$ cat config.mk
export PLATFORM = sky130hd
export DESIGN_NAME = cfws_core
export DESIGN_NICKNAME = d
export VERILOG_FILES = /design/src/core/cfws_core.v /design/src/core/cfws_watchdog.v /design/src/core/cfws_wake.v
export VERILOG_INCLUDE_DIRS = /design/src /design/src/core
export SDC_FILE = /design/constraint.sdc
export NUM_CORES = 1
export LEC_CHECK = 0
export BUFFER_PORTS_ARGS = -buffer_cell sky130_fd_sc_hd__buf_2
export CAP_MARGIN = 20
export CELL_PAD_IN_SITES_DETAIL_PLACEMENT = 1
export CELL_PAD_IN_SITES_GLOBAL_PLACEMENT = 1
export CORE_MARGIN = 2
export CORE_UTILIZATION = 30
export CTS_BUF_LIST = sky130_fd_sc_hd__clkbuf_4 sky130_fd_sc_hd__clkbuf_8 sky130_fd_sc_hd__clkbuf_16
export DETAILED_ROUTE_END_ITERATION = 8
export MAX_ROUTING_LAYER = met4
export PLACE_DENSITY_LB_ADDON = 0.2
export SYNTH_ARGS = -nofsm -noshare
export SYNTH_HDL_FRONTEND = slang
export SYNTH_HIERARCHICAL = 1
export SYNTH_SLANG_ARGS = --single-unit
$ cat constraint.sdc
create_clock -name clk -period 3.95 [get_ports clk]
set_input_delay 0.9875 -clock clk [delete_from_list [all_inputs] [get_ports clk]]
set_output_delay 0.9875 -clock clk [all_outputs]
set_load 0.05 [all_outputs]
$ cat src/core/cfws_map.vh
// cfws_map.vh - data address map, flag bit positions, reset values and timing counts
// assumes: included by the cfws core files only, never compiled on its own
`ifndef CFWS_MAP_VH
`define CFWS_MAP_VH

// -------------------------------------------------------------------
// data memory map
// -------------------------------------------------------------------
`define CFWS_ADDR_INDIRECT   7'h00
`define CFWS_ADDR_POINTER    7'h01
`define CFWS_ADDR_WORKING    7'h05
`define CFWS_ADDR_FLAGS      7'h0A
`define CFWS_RAM_BASE        7'h20
`define CFWS_RAM_LAST        7'h3F

// -------------------------------------------------------------------
// flag register layout
// -------------------------------------------------------------------
`define CFWS_FLAG_CARRY      0
`define CFWS_FLAG_HALF       1
`define CFWS_FLAG_ZERO       2
`define CFWS_FLAG_WRAP       3
`define CFWS_FLAG_SLEEP      4
`define CFWS_FLAG_EXPIRED    5
`define CFWS_ARITH_MASK      8'h0F

// -------------------------------------------------------------------
// reset values
// -------------------------------------------------------------------
`define CFWS_POINTER_RESET   7'h00
`define CFWS_WORKING_RESET   8'h00
`define CFWS_ARITH_RESET     4'h0

// -------------------------------------------------------------------
// alu operation codes
// -------------------------------------------------------------------
`define CFWS_OP_ADD          3'h0
`define CFWS_OP_ADC          3'h1
`define CFWS_OP_SUB          3'h2
`define CFWS_OP_SBC          3'h3
`define CFWS_OP_LOGIC        3'h4
`define CFWS_OP_RLC          3'h5
`define CFWS_OP_RRC          3'h6

// -------------------------------------------------------------------
// timing
// -------------------------------------------------------------------
`define CFWS_CLK_NS          50
`define CFWS_WDT_DIV         4
`define CFWS_WDT_EXP_MIN     8
`define CFWS_WAKE_DELAY_TSYS 1024

`endif

$ cat src/core/cfws_core.v
// cfws_core.v - pointer, working register, flags, data ram, watchdog and sleep control
// assumes: the instruction decoder drives one data access or alu op per cycle, on clk
`timescale 1ns/1ps
`default_nettype none
`include "cfws_map.vh"

// Functional notes
// - accesses to address 00H go to the location held in the memory pointer
// - indirect through pointer value 00H reads 00H and writes nothing
// - working register also sits at 05H; memory-to-memory moves pass through it
// - bit 0 carry: add carry out, subtract no borrow, rotate through carry
// - bit 1 half carry: low nibble carry, or no nibble borrow
// - bit 2 zero: set on zero arithmetic or logic result, else cleared
// - bit 3 signed wrap: carry into msb differs from carry out
// - bit 4 sleep flag: cleared at power-up and kick, set by sleep
// - bit 5 expired flag: cleared power-up, kick or sleep; set on timeout
// - flag bits 6 and 7 read as zero
// - plain flag writes change arithmetic flags only, never sleep or expired
// - a call saves only the program counter, flags are not stored
// - watchdog counts instruction clock, system clock divided by four
// - watchdog timeout is 2^n instruction clocks, n from 8 to 11
// - watchdog disabled: its instructions do nothing and no timeout happens
// - watchdog overflow in normal running resets the chip and sets expired
// - cleared by one kick, or only after both two-step kicks, by option
// - sleep stops clock and watchdog, clears prescaler, keeps state, sets sleep flag, clears expired
// - falling edge on a wake-enabled port pin ends sleep; others do not
// - port wake-up continues after the sleep instruction, no reset
// - wake-up waits 1024 system clocks before execution resumes
module cfws_core #(
    parameter WAKE_CYCLES = (`CFWS_WAKE_DELAY_TSYS)
) (
    input  wire       clk,
    input  wire       rst_n,
    input  wire       clk_en,
    input  wire       opt_wdt_enable,
    input  wire [1:0] opt_wdt_exp,
    input  wire       opt_two_kick,
    input  wire [7:0] opt_wake_en,
    input  wire [6:0] mem_addr,
    input  wire       mem_rd,
    input  wire       mem_wr,
    input  wire [7:0] mem_wdata,
    output reg  [7:0] mem_rdata,
    output wire [6:0] ext_addr,
    output wire       ext_rd,
    output wire       ext_wr,
    output wire [7:0] ext_wdata,
    input  wire [7:0] ext_rdata,
    input  wire       acc_load,
    input  wire [7:0] acc_din,
    output reg  [7:0] working_register,
    input  wire       alu_go,
    input  wire [2:0] alu_op,
    input  wire [7:0] alu_a,
    input  wire [7:0] alu_b,
    output reg  [7:0] alu_result,
    output wire [7:0] flag_register,
    input  wire       single_watchdog_kick,
    input  wire       first_watchdog_kick,
    input  wire       second_watchdog_kick,
    input  wire       sleep_op,
    input  wire [7:0] wake_port,
    output wire       core_stall,
    output reg        asleep,
    output wire       resume,
    output reg        chip_reset
);

    // data select codes
    localparam [2:0] SEL_NONE    = 3'h0;
    localparam [2:0] SEL_POINTER = 3'h1;
    localparam [2:0] SEL_WORKING = 3'h2;
    localparam [2:0] SEL_FLAGS   = 3'h3;
    localparam [2:0] SEL_RAM     = 3'h4;
    localparam [2:0] SEL_EXT     = 3'h5;

    reg  [7:0] ram [0:31];
    reg  [6:0] memory_pointer;
    reg  [3:0] arith_flags;
    reg        sleep_entered_flag;
    reg        watchdog_expired_flag;
    reg        opt_loaded;
    reg        cfg_wdt_enable;
    reg  [1:0] cfg_wdt_exp;
    reg        cfg_two_kick;
    reg  [7:0] cfg_wake_en;
    reg  [7:0] next_result;
    reg  [3:0] next_arith;
    reg  [8:0] sum9;
    reg  [4:0] sum5;
    reg  [7:0] addend;
    reg        carry_in;
    reg        carry7;
    reg  [7:0] rd_mux;
    wire [6:0] eff_addr;
    wire       indirect;
    wire       null_ptr;
    wire [2:0] sel;
    wire       wdt_timeout;
    wire       kick_done;
    wire       waking;
    wire       do_wr;

    // -------------------------------------------------------------------
    // address decode
    // -------------------------------------------------------------------
    function [2:0] cfws_decode;
        input [6:0] a;
        begin
            if (a == `CFWS_ADDR_POINTER) begin
                cfws_decode = SEL_POINTER;
            end else if (a == `CFWS_ADDR_WORKING) begin
                cfws_decode = SEL_WORKING;
            end else if (a == `CFWS_ADDR_FLAGS) begin
                cfws_decode = SEL_FLAGS;
            end else if (a >= `CFWS_RAM_BASE && a <= `CFWS_RAM_LAST) begin
                cfws_decode = SEL_RAM;
            end else if (a == `CFWS_ADDR_INDIRECT) begin
                cfws_decode = SEL_NONE;
            end else begin
                cfws_decode = SEL_EXT;
            end
        end
    endfunction

    // address 00H is redirected through the pointer
    assign indirect  = (mem_addr == `CFWS_ADDR_INDIRECT);
    assign eff_addr  = indirect ? memory_pointer : mem_addr;
    assign null_ptr  = indirect && (memory_pointer == `CFWS_ADDR_INDIRECT);
    assign sel       = null_ptr ? SEL_NONE : cfws_decode(eff_addr);
    assign do_wr     = mem_wr && !core_stall;

    // other special registers live outside this block
    assign ext_addr  = eff_addr;
    assign ext_rd    = mem_rd && !core_stall && (sel == SEL_EXT);
    assign ext_wr    = do_wr && (sel == SEL_EXT);
    assign ext_wdata = mem_wdata;

    // unused upper bits read as zero
    assign flag_register = {2'b00, watchdog_expired_flag, sleep_entered_flag,
                            arith_flags};
    assign core_stall    = asleep | waking;

    // -------------------------------------------------------------------
    // build options, captured once after reset release
    // -------------------------------------------------------------------
    always @(posedge clk or negedge rst_n) begin
        if (!rst_n) begin
            opt_loaded     <= 1'b0;
            cfg_wdt_enable <= 1'b0;
            cfg_wdt_exp    <= 2'h0;
            cfg_two_kick   <= 1'b0;
            cfg_wake_en    <= 8'h00;
        end else if (clk_en && !opt_loaded) begin
            opt_loaded     <= 1'b1;
            cfg_wdt_enable <= opt_wdt_enable;
            cfg_wdt_exp    <= opt_wdt_exp;
            cfg_two_kick   <= opt_two_kick;
            cfg_wake_en    <= opt_wake_en;
        end
    end

    // -------------------------------------------------------------------
    // alu flag computation
    // -------------------------------------------------------------------
    always @* begin
        addend      = alu_b;
        carry_in    = 1'b0;
        sum9        = 9'h000;
        sum5        = 5'h00;
        carry7      = 1'b0;
        next_result = alu_b;
        next_arith  = arith_flags;
        case (alu_op)
            `CFWS_OP_ADD, `CFWS_OP_ADC, `CFWS_OP_SUB, `CFWS_OP_SBC: begin
                // subtraction is a plus not-b plus one (sub) or plus carry (sbc), carry means no borrow
                if (alu_op == `CFWS_OP_SUB || alu_op == `CFWS_OP_SBC) begin
                    addend = ~alu_b;
                end
                if (alu_op == `CFWS_OP_SUB) begin
                    carry_in = 1'b1;
                end else if (alu_op == `CFWS_OP_ADD) begin
                    carry_in = 1'b0;
                end else begin
                    carry_in = arith_flags[`CFWS_FLAG_CARRY];
                end
                sum9   = {1'b0, alu_a} + {1'b0, addend} + {8'h00, carry_in};
                sum5   = {1'b0, alu_a[3:0]} + {1'b0, addend[3:0]} + {4'h0, carry_in};
                carry7 = alu_a[7] ^ addend[7] ^ sum9[7];
                next_result = sum9[7:0];
                next_arith[`CFWS_FLAG_CARRY] = sum9[8];
                next_arith[`CFWS_FLAG_HALF]  = sum5[4];
                next_arith[`CFWS_FLAG_WRAP]  = carry7 ^ sum9[8];
                next_arith[`CFWS_FLAG_ZERO]  = (sum9[7:0] == 8'h00);
            end
            `CFWS_OP_RLC: begin
                next_result = {alu_a[6:0], arith_flags[`CFWS_FLAG_CARRY]};
                next_arith[`CFWS_FLAG_CARRY] = alu_a[7];
            end
            `CFWS_OP_RRC: begin
                next_result = {arith_flags[`CFWS_FLAG_CARRY], alu_a[7:1]};
                next_arith[`CFWS_FLAG_CARRY] = alu_a[0];
            end
            default: begin
                // logic results come in finished on alu_b
                next_arith[`CFWS_FLAG_ZERO] = (alu_b == 8'h00);
            end
        endcase
    end

    // -------------------------------------------------------------------
    // pointer, working register and arithmetic flags
    // -------------------------------------------------------------------
    // flags are plain state here: control transfers never save or restore them
    always @(posedge clk or negedge rst_n) begin
        if (!rst_n) begin
            memory_pointer   <= `CFWS_POINTER_RESET;
            working_register <= `CFWS_WORKING_RESET;
            arith_flags      <= `CFWS_ARITH_RESET;
            alu_result       <= 8'h00;
        end else if (clk_en) begin
            if (do_wr && sel == SEL_POINTER) begin
                memory_pointer <= mem_wdata[6:0];
            end
            // decoder loads win over a store to 05H in the same cycle
            if (acc_load && !core_stall) begin
                working_register <= acc_din;
            end else if (do_wr && sel == SEL_WORKING) begin
                working_register <= mem_wdata;
            end
            if (alu_go && !core_stall) begin
                alu_result  <= next_result;
                arith_flags <= next_arith;
            end else if (do_wr && sel == SEL_FLAGS) begin
                arith_flags <= mem_wdata[3:0];
            end
        end
    end

    // -------------------------------------------------------------------
    // general purpose ram, no reset
    // -------------------------------------------------------------------
    always @(posedge clk) begin
        if (clk_en && do_wr && sel == SEL_RAM) begin
            ram[eff_addr[4:0]] <= mem_wdata;
        end
    end

    // -------------------------------------------------------------------
    // read data, one cycle after the strobe
    // -------------------------------------------------------------------
    always @* begin
        if (sel == SEL_POINTER) begin
            rd_mux = {1'b1, memory_pointer};
        end else if (sel == SEL_WORKING) begin
            rd_mux = working_register;
        end else if (sel == SEL_FLAGS) begin
            rd_mux = flag_register;
        end else if (sel == SEL_RAM) begin
            rd_mux = ram[eff_addr[4:0]];
        end else if (sel == SEL_EXT) begin
            rd_mux = ext_rdata;
        end else begin
            rd_mux = 8'h00;
        end
    end

    always @(posedge clk or negedge rst_n) begin
        if (!rst_n) begin
            mem_rdata <= 8'h00;
        end else if (clk_en && mem_rd && !core_stall) begin
            mem_rdata <= rd_mux;
        end
    end

    // -------------------------------------------------------------------
    // sleep state, sleep and expired flags, chip reset
    // -------------------------------------------------------------------
    // set wins over clear when both land in one cycle
    always @(posedge clk or negedge rst_n) begin
        if (!rst_n) begin
            asleep                <= 1'b0;
            sleep_entered_flag    <= 1'b0;
            watchdog_expired_flag <= 1'b0;
            chip_reset            <= 1'b0;
        end else if (clk_en) begin
            chip_reset <= wdt_timeout && !asleep;
            if (sleep_op && !core_stall) begin
                asleep             <= 1'b1;
                sleep_entered_flag <= 1'b1;
            end else if (kick_done) begin
                sleep_entered_flag <= 1'b0;
            end
            if (resume) begin
                asleep <= 1'b0;
            end
            if (wdt_timeout) begin
                watchdog_expired_flag <= 1'b1;
            end else if (kick_done || (sleep_op && !core_stall)) begin
                watchdog_expired_flag <= 1'b0;
            end
        end
    end

    // -------------------------------------------------------------------
    // watchdog and wake-up
    // -------------------------------------------------------------------
    cfws_watchdog #(
        .CNT_W (12)
    ) u_watchdog (
        .clk         (clk),
        .rst_n       (rst_n),
        .clk_en      (clk_en),
        .enable      (cfg_wdt_enable & opt_loaded),
        .run         (!core_stall),
        .exp_sel     (cfg_wdt_exp),
        .two_kick    (cfg_two_kick),
        .kick_single (single_watchdog_kick & !core_stall),
        .kick_first  (first_watchdog_kick & !core_stall),
        .kick_second (second_watchdog_kick & !core_stall),
        .sleep_clear (sleep_op & !core_stall),
        .timeout     (wdt_timeout),
        .kick_done   (kick_done)
    );

    cfws_wake #(
        .WAKE_CYCLES (WAKE_CYCLES)
    ) u_wake (
        .clk       (clk),
        .rst_n     (rst_n),
        .clk_en    (clk_en),
        .wake_port (wake_port),
        .wake_en   (cfg_wake_en),
        .asleep    (asleep),
        .waking    (waking),
        .resume    (resume)
    );

endmodule
`default_nettype wire

$ cat src/core/cfws_watchdog.v
// cfws_watchdog.v - watchdog with divide-by-four instruction clock and 2^n timeout
// assumes: kicks and sleep are one-cycle pulses from logic on clk
`timescale 1ns/1ps
`default_nettype none
`include "cfws_map.vh"

module cfws_watchdog #(
    parameter CNT_W = 12
) (
    input  wire       clk,
    input  wire       rst_n,
    input  wire       clk_en,
    input  wire       enable,
    input  wire       run,
    input  wire [1:0] exp_sel,
    input  wire       two_kick,
    input  wire       kick_single,
    input  wire       kick_first,
    input  wire       kick_second,
    input  wire       sleep_clear,
    output reg        timeout,
    output wire       kick_done
);

    reg  [1:0]       prescale;
    reg  [CNT_W-1:0] count;
    reg              seen_first;
    reg              seen_second;
    wire             tick;
    wire             both_seen;
    wire [CNT_W-1:0] limit;

    // two-kick mode needs both kinds, in either order
    assign both_seen = (seen_first | kick_first) & (seen_second | kick_second);
    assign kick_done = enable & (two_kick ? both_seen : kick_single);
    // instruction clock tick every fourth system clock
    assign tick      = run & (prescale == 2'h3);
    // last count of a 2^n period, n = 8 + exp_sel
    assign limit     = (({{(CNT_W-1){1'b0}}, 1'b1}) << (`CFWS_WDT_EXP_MIN + exp_sel)) -
                       {{(CNT_W-1){1'b0}}, 1'b1};

    // -------------------------------------------------------------------
    // prescaler, divider and kick tracking
    // -------------------------------------------------------------------
    always @(posedge clk or negedge rst_n) begin
        if (!rst_n) begin
            prescale    <= 2'h0;
            count       <= {CNT_W{1'b0}};
            seen_first  <= 1'b0;
            seen_second <= 1'b0;
            timeout     <= 1'b0;
        end else if (clk_en) begin
            timeout <= 1'b0;
            if (!enable) begin
                prescale <= 2'h0;
                count    <= {CNT_W{1'b0}};
            end else if (sleep_clear || kick_done) begin
                prescale    <= 2'h0;
                count       <= {CNT_W{1'b0}};
                seen_first  <= 1'b0;
                seen_second <= 1'b0;
            end else begin
                if (kick_first && two_kick) begin
                    seen_first <= 1'b1;
                end
                if (kick_second && two_kick) begin
                    seen_second <= 1'b1;
                end
                if (run) begin
                    prescale <= prescale + 2'h1;
                end
                if (tick) begin
                    if (count == limit) begin
                        count   <= {CNT_W{1'b0}};
                        timeout <= 1'b1;
                    end else begin
                        count <= count + {{(CNT_W-1){1'b0}}, 1'b1};
                    end
                end
            end
        end
    end

endmodule
`default_nettype wire

$ cat src/core/cfws_wake.v
// cfws_wake.v - wake-port falling edge detect and resume delay
// assumes: wake_port pins are asynchronous; asleep comes from logic on clk
`timescale 1ns/1ps
`default_nettype none
`include "cfws_map.vh"

module cfws_wake #(
    parameter WAKE_CYCLES = (`CFWS_WAKE_DELAY_TSYS)
) (
    input  wire       clk,
    input  wire       rst_n,
    input  wire       clk_en,
    input  wire [7:0] wake_port,
    input  wire [7:0] wake_en,
    input  wire       asleep,
    output reg        waking,
    output reg        resume
);

    localparam [10:0] LAST = WAKE_CYCLES[10:0] - 11'h1;

    reg  [7:0]  sync_a;
    reg  [7:0]  sync_b;
    reg  [7:0]  sync_c;
    reg  [10:0] delay;
    wire        wake_edge;

    // falling edge only on pins selected to wake
    assign wake_edge = |(sync_c & ~sync_b & wake_en);

    // -------------------------------------------------------------------
    // synchroniser and resume delay
    // -------------------------------------------------------------------
    always @(posedge clk or negedge rst_n) begin
        if (!rst_n) begin
            sync_a <= 8'hFF;
            sync_b <= 8'hFF;
            sync_c <= 8'hFF;
            delay  <= 11'h000;
            waking <= 1'b0;
            resume <= 1'b0;
        end else if (clk_en) begin
            sync_a <= wake_port;
            sync_b <= sync_a;
            sync_c <= sync_b;
            resume <= 1'b0;
            if (waking) begin
                if (delay == LAST) begin
                    waking <= 1'b0;
                    resume <= 1'b1;
                end else begin
                    delay <= delay + 11'h001;
                end
            end else if (asleep && wake_edge) begin
                waking <= 1'b1;
                delay  <= 11'h000;
            end
        end
    end

endmodule
`default_nettype wire

==> flow_metrics.env, run 1 <==
export IMPL_fmax_mhz=258
export IMPL_syn_area_per_cell_um2=12.9
export IMPL_gp_congestion=0.863
export IMPL_seqPwrFrac=0.415
export IMPL_post_cts_setup_buffers=0
export IMPL_yosysUniqueCellTypes=93
export IMPL_clockBufferDepth=3
export IMPL_worstSetupEndpointType="output port"
export IMPL_cellPowerDensity_nw_per_um2=544
export IMPL_grt_antenna_before_repair=2
export IMPL_r2r_end="mem_rdata[4]"
export IMPL_avgViaCountPerCell=5.21
export IMPL_yosysMostFrequentCell="edfxtp_1"
export IMPL_totalWireLength_mm=56.3
export IMPL_synth_edff_count=256
export IMPL_crit_type="in -> out"
export IMPL_cts_sinks=362
export IMPL_setup_slack_ps=72.1
export IMPL_clk_pin_slew_ps=60
export IMPL_hpwl_mm=39.2
export IMPL_port_buffers=131
export IMPL_grt_pass1_vias=12400
export IMPL_required_ps=2960
export IMPL_route_met2_wl_mm=26.9
export IMPL_grt_pass1_wl_mm=83.4
export IMPL_grt_max_degree=61
export IMPL_synth_area_top_cells="edfxtp_1, dfrtp_1, dfstp_2"
export IMPL_fp_dieArea_um2=57700
export IMPL_place_area_um2=19000
export IMPL_path_delay_family="simple AND/OR/NAND/NOR gates"
export IMPL_remaining_drc_errors=0
export IMPL_path_common_cell="buf_2"
export IMPL_intPower_mw=7.78
export IMPL_ios=134
export IMPL_core_rowCount=86
export IMPL_initial_utilization=0.304
export IMPL_synth_async_reset_ratio=0.293
export IMPL_highest_layer="met4"
export IMPL_synth_ff_type="edfxtp_1"
export IMPL_rr_worst_depth=10
export IMPL_final_setup_viol_count=0
export IMPL_synth_common_cells="edfxtp_1, nand2_1, nor2_1"
export IMPL_core_area_um2=55100
export IMPL_worst_pin_slew_ps=653
export IMPL_drtIter0Drc=837
export IMPL_hold_class="in -> async"
export IMPL_nets=1617
export IMPL_met1_length_mm=25.8
export IMPL_timing_rr_start="memory_pointer[0]"
export IMPL_ys_seq_elements=362
export IMPL_largest_reg_flops=256
export IMPL_clockPowerShare=0.392
export IMPL_p_leak_nw=7.74
export IMPL_root_buffer="clkbuf_16"
export IMPL_relSlewSlack=0.565
export IMPL_sw_frac_of_total=0.304
export IMPL_insertion_delay_ps=580
export IMPL_fin_crit_ps=3880
export IMPL_cp_max_fo=7
export IMPL_ys_warn_count=6
export IMPL_die_w_um=240
export IMPL_grt_overflow=0
export IMPL_die_y_um=240
export IMPL_final_area_um2=20600
export IMPL_period_share=0.982
export IMPL_max_stage_delay_ps=710
export IMPL_cts_tree="yes"
export IMPL_critPathBufInv=2
export IMPL_final_layout_size_suffix_gt1_frac=0.303
export IMPL_maxSlewViolCount=0
export IMPL_crit_path_cell_trace="buf_2 -> or4b_2 -> o21ai_4 -> nand4_4 -> and4_2 -> and3_1 -> buf_2"
export IMPL_outcome="complete, no violations"
export IMPL_ir_drop_mv=0.336
export IMPL_netlist_area_leader_share=0.459
export IMPL_wl_met3_mm=2.55
export IMPL_htreeDepth=2
export IMPL_antenna_left=0
export IMPL_fillers=5902
export IMPL_cts_buffers=42
export IMPL_vias=12000
export IMPL_synth_area_um2=16700
export IMPL_power_switching_mw=3.39
export IMPL_holdBufCountCts=0
export IMPL_worstSetupStartpointType="primary input"
export IMPL_drt_pass1_iterations=5
export IMPL_track_usage=0.202
export IMPL_cp_arrival_ps=2890
export IMPL_area_growth_pct=22.8
export IMPL_reg2reg_slack_ps=830
export IMPL_place_ws_ps=-33.3
export IMPL_maxCapViolCount=0
export IMPL_synth_top_area_cell="edfxtp_1"
export IMPL_synth_cells=1298
export IMPL_rsz0062_at_grt="no"
export IMPL_fin_skew_ps=21.0
export IMPL_combPwrFrac=0.193
export IMPL_wire_per_inst_um=24.4
export IMPL_yosysSeqAreaShare=0.619
export IMPL_hold_viol=0
export IMPL_slowest_stage="or4b_2"
## power groups by stage
| stage | Combinational (mW) | Sequential (mW) | Clock [mW] |
|---|---|---|---|
| 2_1_floorplan | 0.963 | 5.09 | 0 |
| 3_3_place_gp | 2.14 | 4.70 | 0 |
| 3_5_place_dp | 2.17 | 4.71 | 0 |
| 4_1_cts | 2.18 | 4.64 | 4.48 |
| 5_1_grt | 2.32 | 4.67 | 4.62 |
| 6_report | 2.16 | 4.63 | 4.39 |
## metrics by stage
stage                     instances   util  total power [mW]  setup TNS, ps  hold WS [ps]
final                          2307  0.373              11.2              0           448
after global routing           2306  0.373              11.6              0           468
after CTS                      2305  0.373              11.3              0           442
after detailed placement       2228  0.344              6.88          -66.1           476
after global placement         2228  0.344              6.84          -36.7           461
after floorplan                1299      -              6.05          -16.0           452
## timing repair
action	in CTS	in global routing
endpoints found under the hold margin	0	0
setup endpoints to repair	2	2
resized for setup	1	3
pin swaps	0	0
cloned	0	0
## worst register-to-register path: stages, from the launching register on
cell and delay, ps:
dfrtp_1 360, buf_4 150, nor4b_4 150, a21oi_4 200
buf_12 300, buf_4 390, mux4_2 560, a22oi_1 170
nand2_1 70, a311oi_1 510, o31ai_1 110
## worst max path at each step
| stage | to | slack [ps] | cells after the start | from |
|---|---|---|---|---|
| after global routing | ext_wr | 5 | 7 | mem_addr[4] |
| after CTS | ext_wr | 30 | 7 | mem_addr[4] |
| final | ext_wr | 70 | 7 | mem_addr[4] |
| after detailed placement | ext_wr | -30 | 7 | mem_addr[4] |
| after floorplan | alu_result[6] | -20 | 14 | alu_op[1] |
| after global placement | ext_rd | -20 | 7 | mem_addr[4] |
## placed cells by master, fill, tap and decap left out, types with 10 or more instances in the layout
master and n:
clkbuf_16 43, and2_1 13, and3_1 13, nor3_1 23, edfxtp_1 256, a22o_1 13, buf_4 123, bufinv_16 10
a22oi_1 11, mux4_2 22, a31oi_1 20, buf_2 130, o21ai_0 49, a211oi_1 19, nand3_1 28, o31ai_1 12
nor2b_1 13, mux2_2 52, dfrtp_1 82, dfstp_2 24, inv_1 27, nor2_1 89, mux2i_1 35, nand2_1 139
xnor2_1 12, ha_1 10, a21oi_1 62, o22ai_1 10, a221oi_1 12
## layer usage
metal  global-route usage  vias up
met5                    -        -
met4               0.0448        0
met3               0.0304       68
met2                0.322      257
met1                0.271     6230
li1                     -     5457
## area by class of cell
class	instances	area (um2)	area share
antenna	2	5.00	0.000243
timing repair buffer	258	1670	0.0814
sequential	362	10400	0.504
inverter	30	113	0.00548
multi-input combinational	830	5900	0.287
clock buffer	54	1170	0.0570
clock inverter	23	389	0.0189
tap	748	936	0.0455
## kinds of logic after synthesis
logic type,Yosys count,synth area share
AND/OR/NAND/NOR,378,0.112
flip-flops,362,0.619
AO/OA/AOI/OAI,316,0.136
multiplexers,109,0.0855
buffers and inverters,107,0.0310
XOR/XNOR,13,0.00680
adder cells (fa/ha/maj),12,0.00986
other,1,0.000224
(Power assumes the default switching activity.)
==> inputs of run 2 (changes only) <==
--- a/config.mk
+++ b/config.mk
@@ -8,8 +8,6 @@
 export LEC_CHECK = 0
 export BUFFER_PORTS_ARGS = -buffer_cell sky130_fd_sc_hd__buf_2
 export CAP_MARGIN = 20
-export CELL_PAD_IN_SITES_DETAIL_PLACEMENT = 1
-export CELL_PAD_IN_SITES_GLOBAL_PLACEMENT = 1
 export CORE_MARGIN = 2
 export CORE_UTILIZATION = 30
 export CTS_BUF_LIST = sky130_fd_sc_hd__clkbuf_4 sky130_fd_sc_hd__clkbuf_8 sky130_fd_sc_hd__clkbuf_16
==> run 2 against run 1 <==
  * Non-clock buffer count fell by 4
  * Clock skew down 2.8 ps
  * Cell count down 0.26%
  * Via count shrank 0.66%
  * Die area is the same
  * Worst hold slack worse by 14 ps
  * First-iteration DRC count rose by 27%
  * Largest power group unchanged
==> flow_metrics.env, run 2 (synthesized netlist as in run 1, its figures left out) <==
export IMPL_outcome="complete, no violations"
export IMPL_cp_arrival_ps=2870
export IMPL_final_layout_size_suffix_gt1_frac=0.295
export IMPL_antenna_left=0
export IMPL_max_stage_delay_ps=470
export IMPL_post_cts_setup_buffers=0
export IMPL_die_y_um=240
export IMPL_fin_skew_ps=18.2
export IMPL_hold_class="in -> async"
export IMPL_clk_pin_slew_ps=50
export IMPL_final_setup_viol_count=0
export IMPL_area_growth_pct=21.7
export IMPL_ir_drop_mv=0.296
export IMPL_cts_resized=0
export IMPL_fp_dieArea_um2=57700
export IMPL_hold_worst_slack_ps=434
export IMPL_maxCapViolCount=0
export IMPL_cts_buffers=42
export IMPL_vias=11900
export IMPL_crit_path_cell_trace="buf_2 -> or3_1 -> buf_4 -> a21oi_1 -> nand4_4 -> and4_1 -> and3_1 -> buf_2"
export IMPL_nets=1613
export IMPL_fillers=5398
export IMPL_slowest_stage="or3_1"
export IMPL_grt_max_degree=51
export IMPL_clockBufferDepth=3
export IMPL_worstSetupEndpointType="output port"
export IMPL_place_area_um2=19000
export IMPL_hpwl_mm=35.6
export IMPL_relSlewSlack=0.502
export IMPL_die_w_um=240
export IMPL_grt_pass1_vias=11800
export IMPL_htreeDepth=2
export IMPL_wire_per_inst_um=22.4
export IMPL_gp_congestion=0.882
export IMPL_cp_max_fo=7
export IMPL_drtIter0Drc=1062
export IMPL_rsz0062_at_grt="no"
export IMPL_required_ps=2960
export IMPL_totalWireLength_mm=51.5
export IMPL_worst_pin_slew_ps=738
export IMPL_cts_sinks=362
export IMPL_insertion_delay_ps=570
export IMPL_final_area_um2=20400
export IMPL_path_common_cell="buf_2"
export IMPL_port_buffers=131
export IMPL_maxSlewViolCount=0
export IMPL_worstSetupStartpointType="primary input"
export IMPL_largest_reg_flops=256
export IMPL_ios=134
export IMPL_cts_tree="yes"
export IMPL_final_common_cell="edfxtp_1"
export IMPL_p_leak_nw=7.65
export IMPL_core_rowCount=86
export IMPL_fmax_mhz=259
export IMPL_crit_type="in -> out"
export IMPL_grt_antenna_before_repair=2
export IMPL_holdBufCountCts=0
export IMPL_avgViaCountPerCell=5.19
export IMPL_core_area_um2=55100
export IMPL_root_buffer="clkbuf_16"
export IMPL_remaining_drc_errors=0
export IMPL_hold_viol=0
export IMPL_drt_pass1_iterations=5
export IMPL_initial_utilization=0.304
export IMPL_grt_overflow=0
export IMPL_cellPowerDensity_nw_per_um2=524
export IMPL_track_usage=0.183
export IMPL_grt_pass1_wl_mm=75.9
export IMPL_fin_crit_ps=3860
export IMPL_layout_common_cells="edfxtp_1, nand2_1, buf_2"
export IMPL_period_share=0.976
-- run 2: power by group --
group	internal [mW]	total, mW	switching (mW)
clock network	2.40	3.94	1.54
logic	0.649	2.10	1.45
registers	4.36	4.64	0.277
-- run 2: path summary, 6_finish.rpt --
kind,startpoint,endpoint,slack (ps),cells after the start
min in group clk,u_wake/resume,asleep,480,1
worst min-delay path,rst_n,cfg_wdt_exp[1],430,1
max in group asynchronous,rst_n,u_wake/sync_b[3],2740,2
worst min register to register,u_wake/resume,asleep,480,1
worst max register to register,arith_flags[0],alu_result[6],900,10
worst max-delay path,mem_addr[4],ext_rd,90,8
-- run 2: worst max-delay path: cells and delay by family --
| family | cells | cell delay (ps) |
|---|---|---|
| and+or+nand+nor | 4 | 1070 |
| AOI/OAI and AO/OA | 1 | 260 |
| buffers and inverters | 3 | 560 |
-- run 2: area by class of cell --
class	instances	area (um2)	area share
antenna	2	5.00	0.000246
clock buffer	53	1200	0.0588
clock inverter	22	201	0.00988
inverter	30	113	0.00553
multi-input combinational	830	5880	0.289
sequential	362	10400	0.509
tap	748	936	0.0459
timing repair buffer	254	1670	0.0820
-- run 2: layer usage --
| layer | track usage | vias to the layer above | part of all wire |
|---|---|---|---|
| met5 | - | - | 0 |
| met4 | 0.0550 | 0 | 0.021 |
| met3 | 0.0356 | 69 | 0.064 |
| met2 | 0.276 | 396 | 0.46 |
| met1 | 0.250 | 6023 | 0.46 |
| li1 | - | 5445 | - |
-- run 2: through the flow --
step / utilization / total power, mW / TNS, ps / setup slack [ps] / std cells
4_1_cts: 0.370 / 10.8 / 0 / 66.2 / 2299
2_1_floorplan: - / 6.05 / -16.0 / -16.0 / 1299
6_report: 0.370 / 10.7 / 0 / 93.3 / 2301
5_1_grt: 0.370 / 11.1 / 0 / 10.5 / 2301
3_3_place_gp: 0.344 / 6.79 / 0 / 8.78 / 2224
3_5_place_dp: 0.344 / 6.81 / -8.76 / -8.76 / 2224
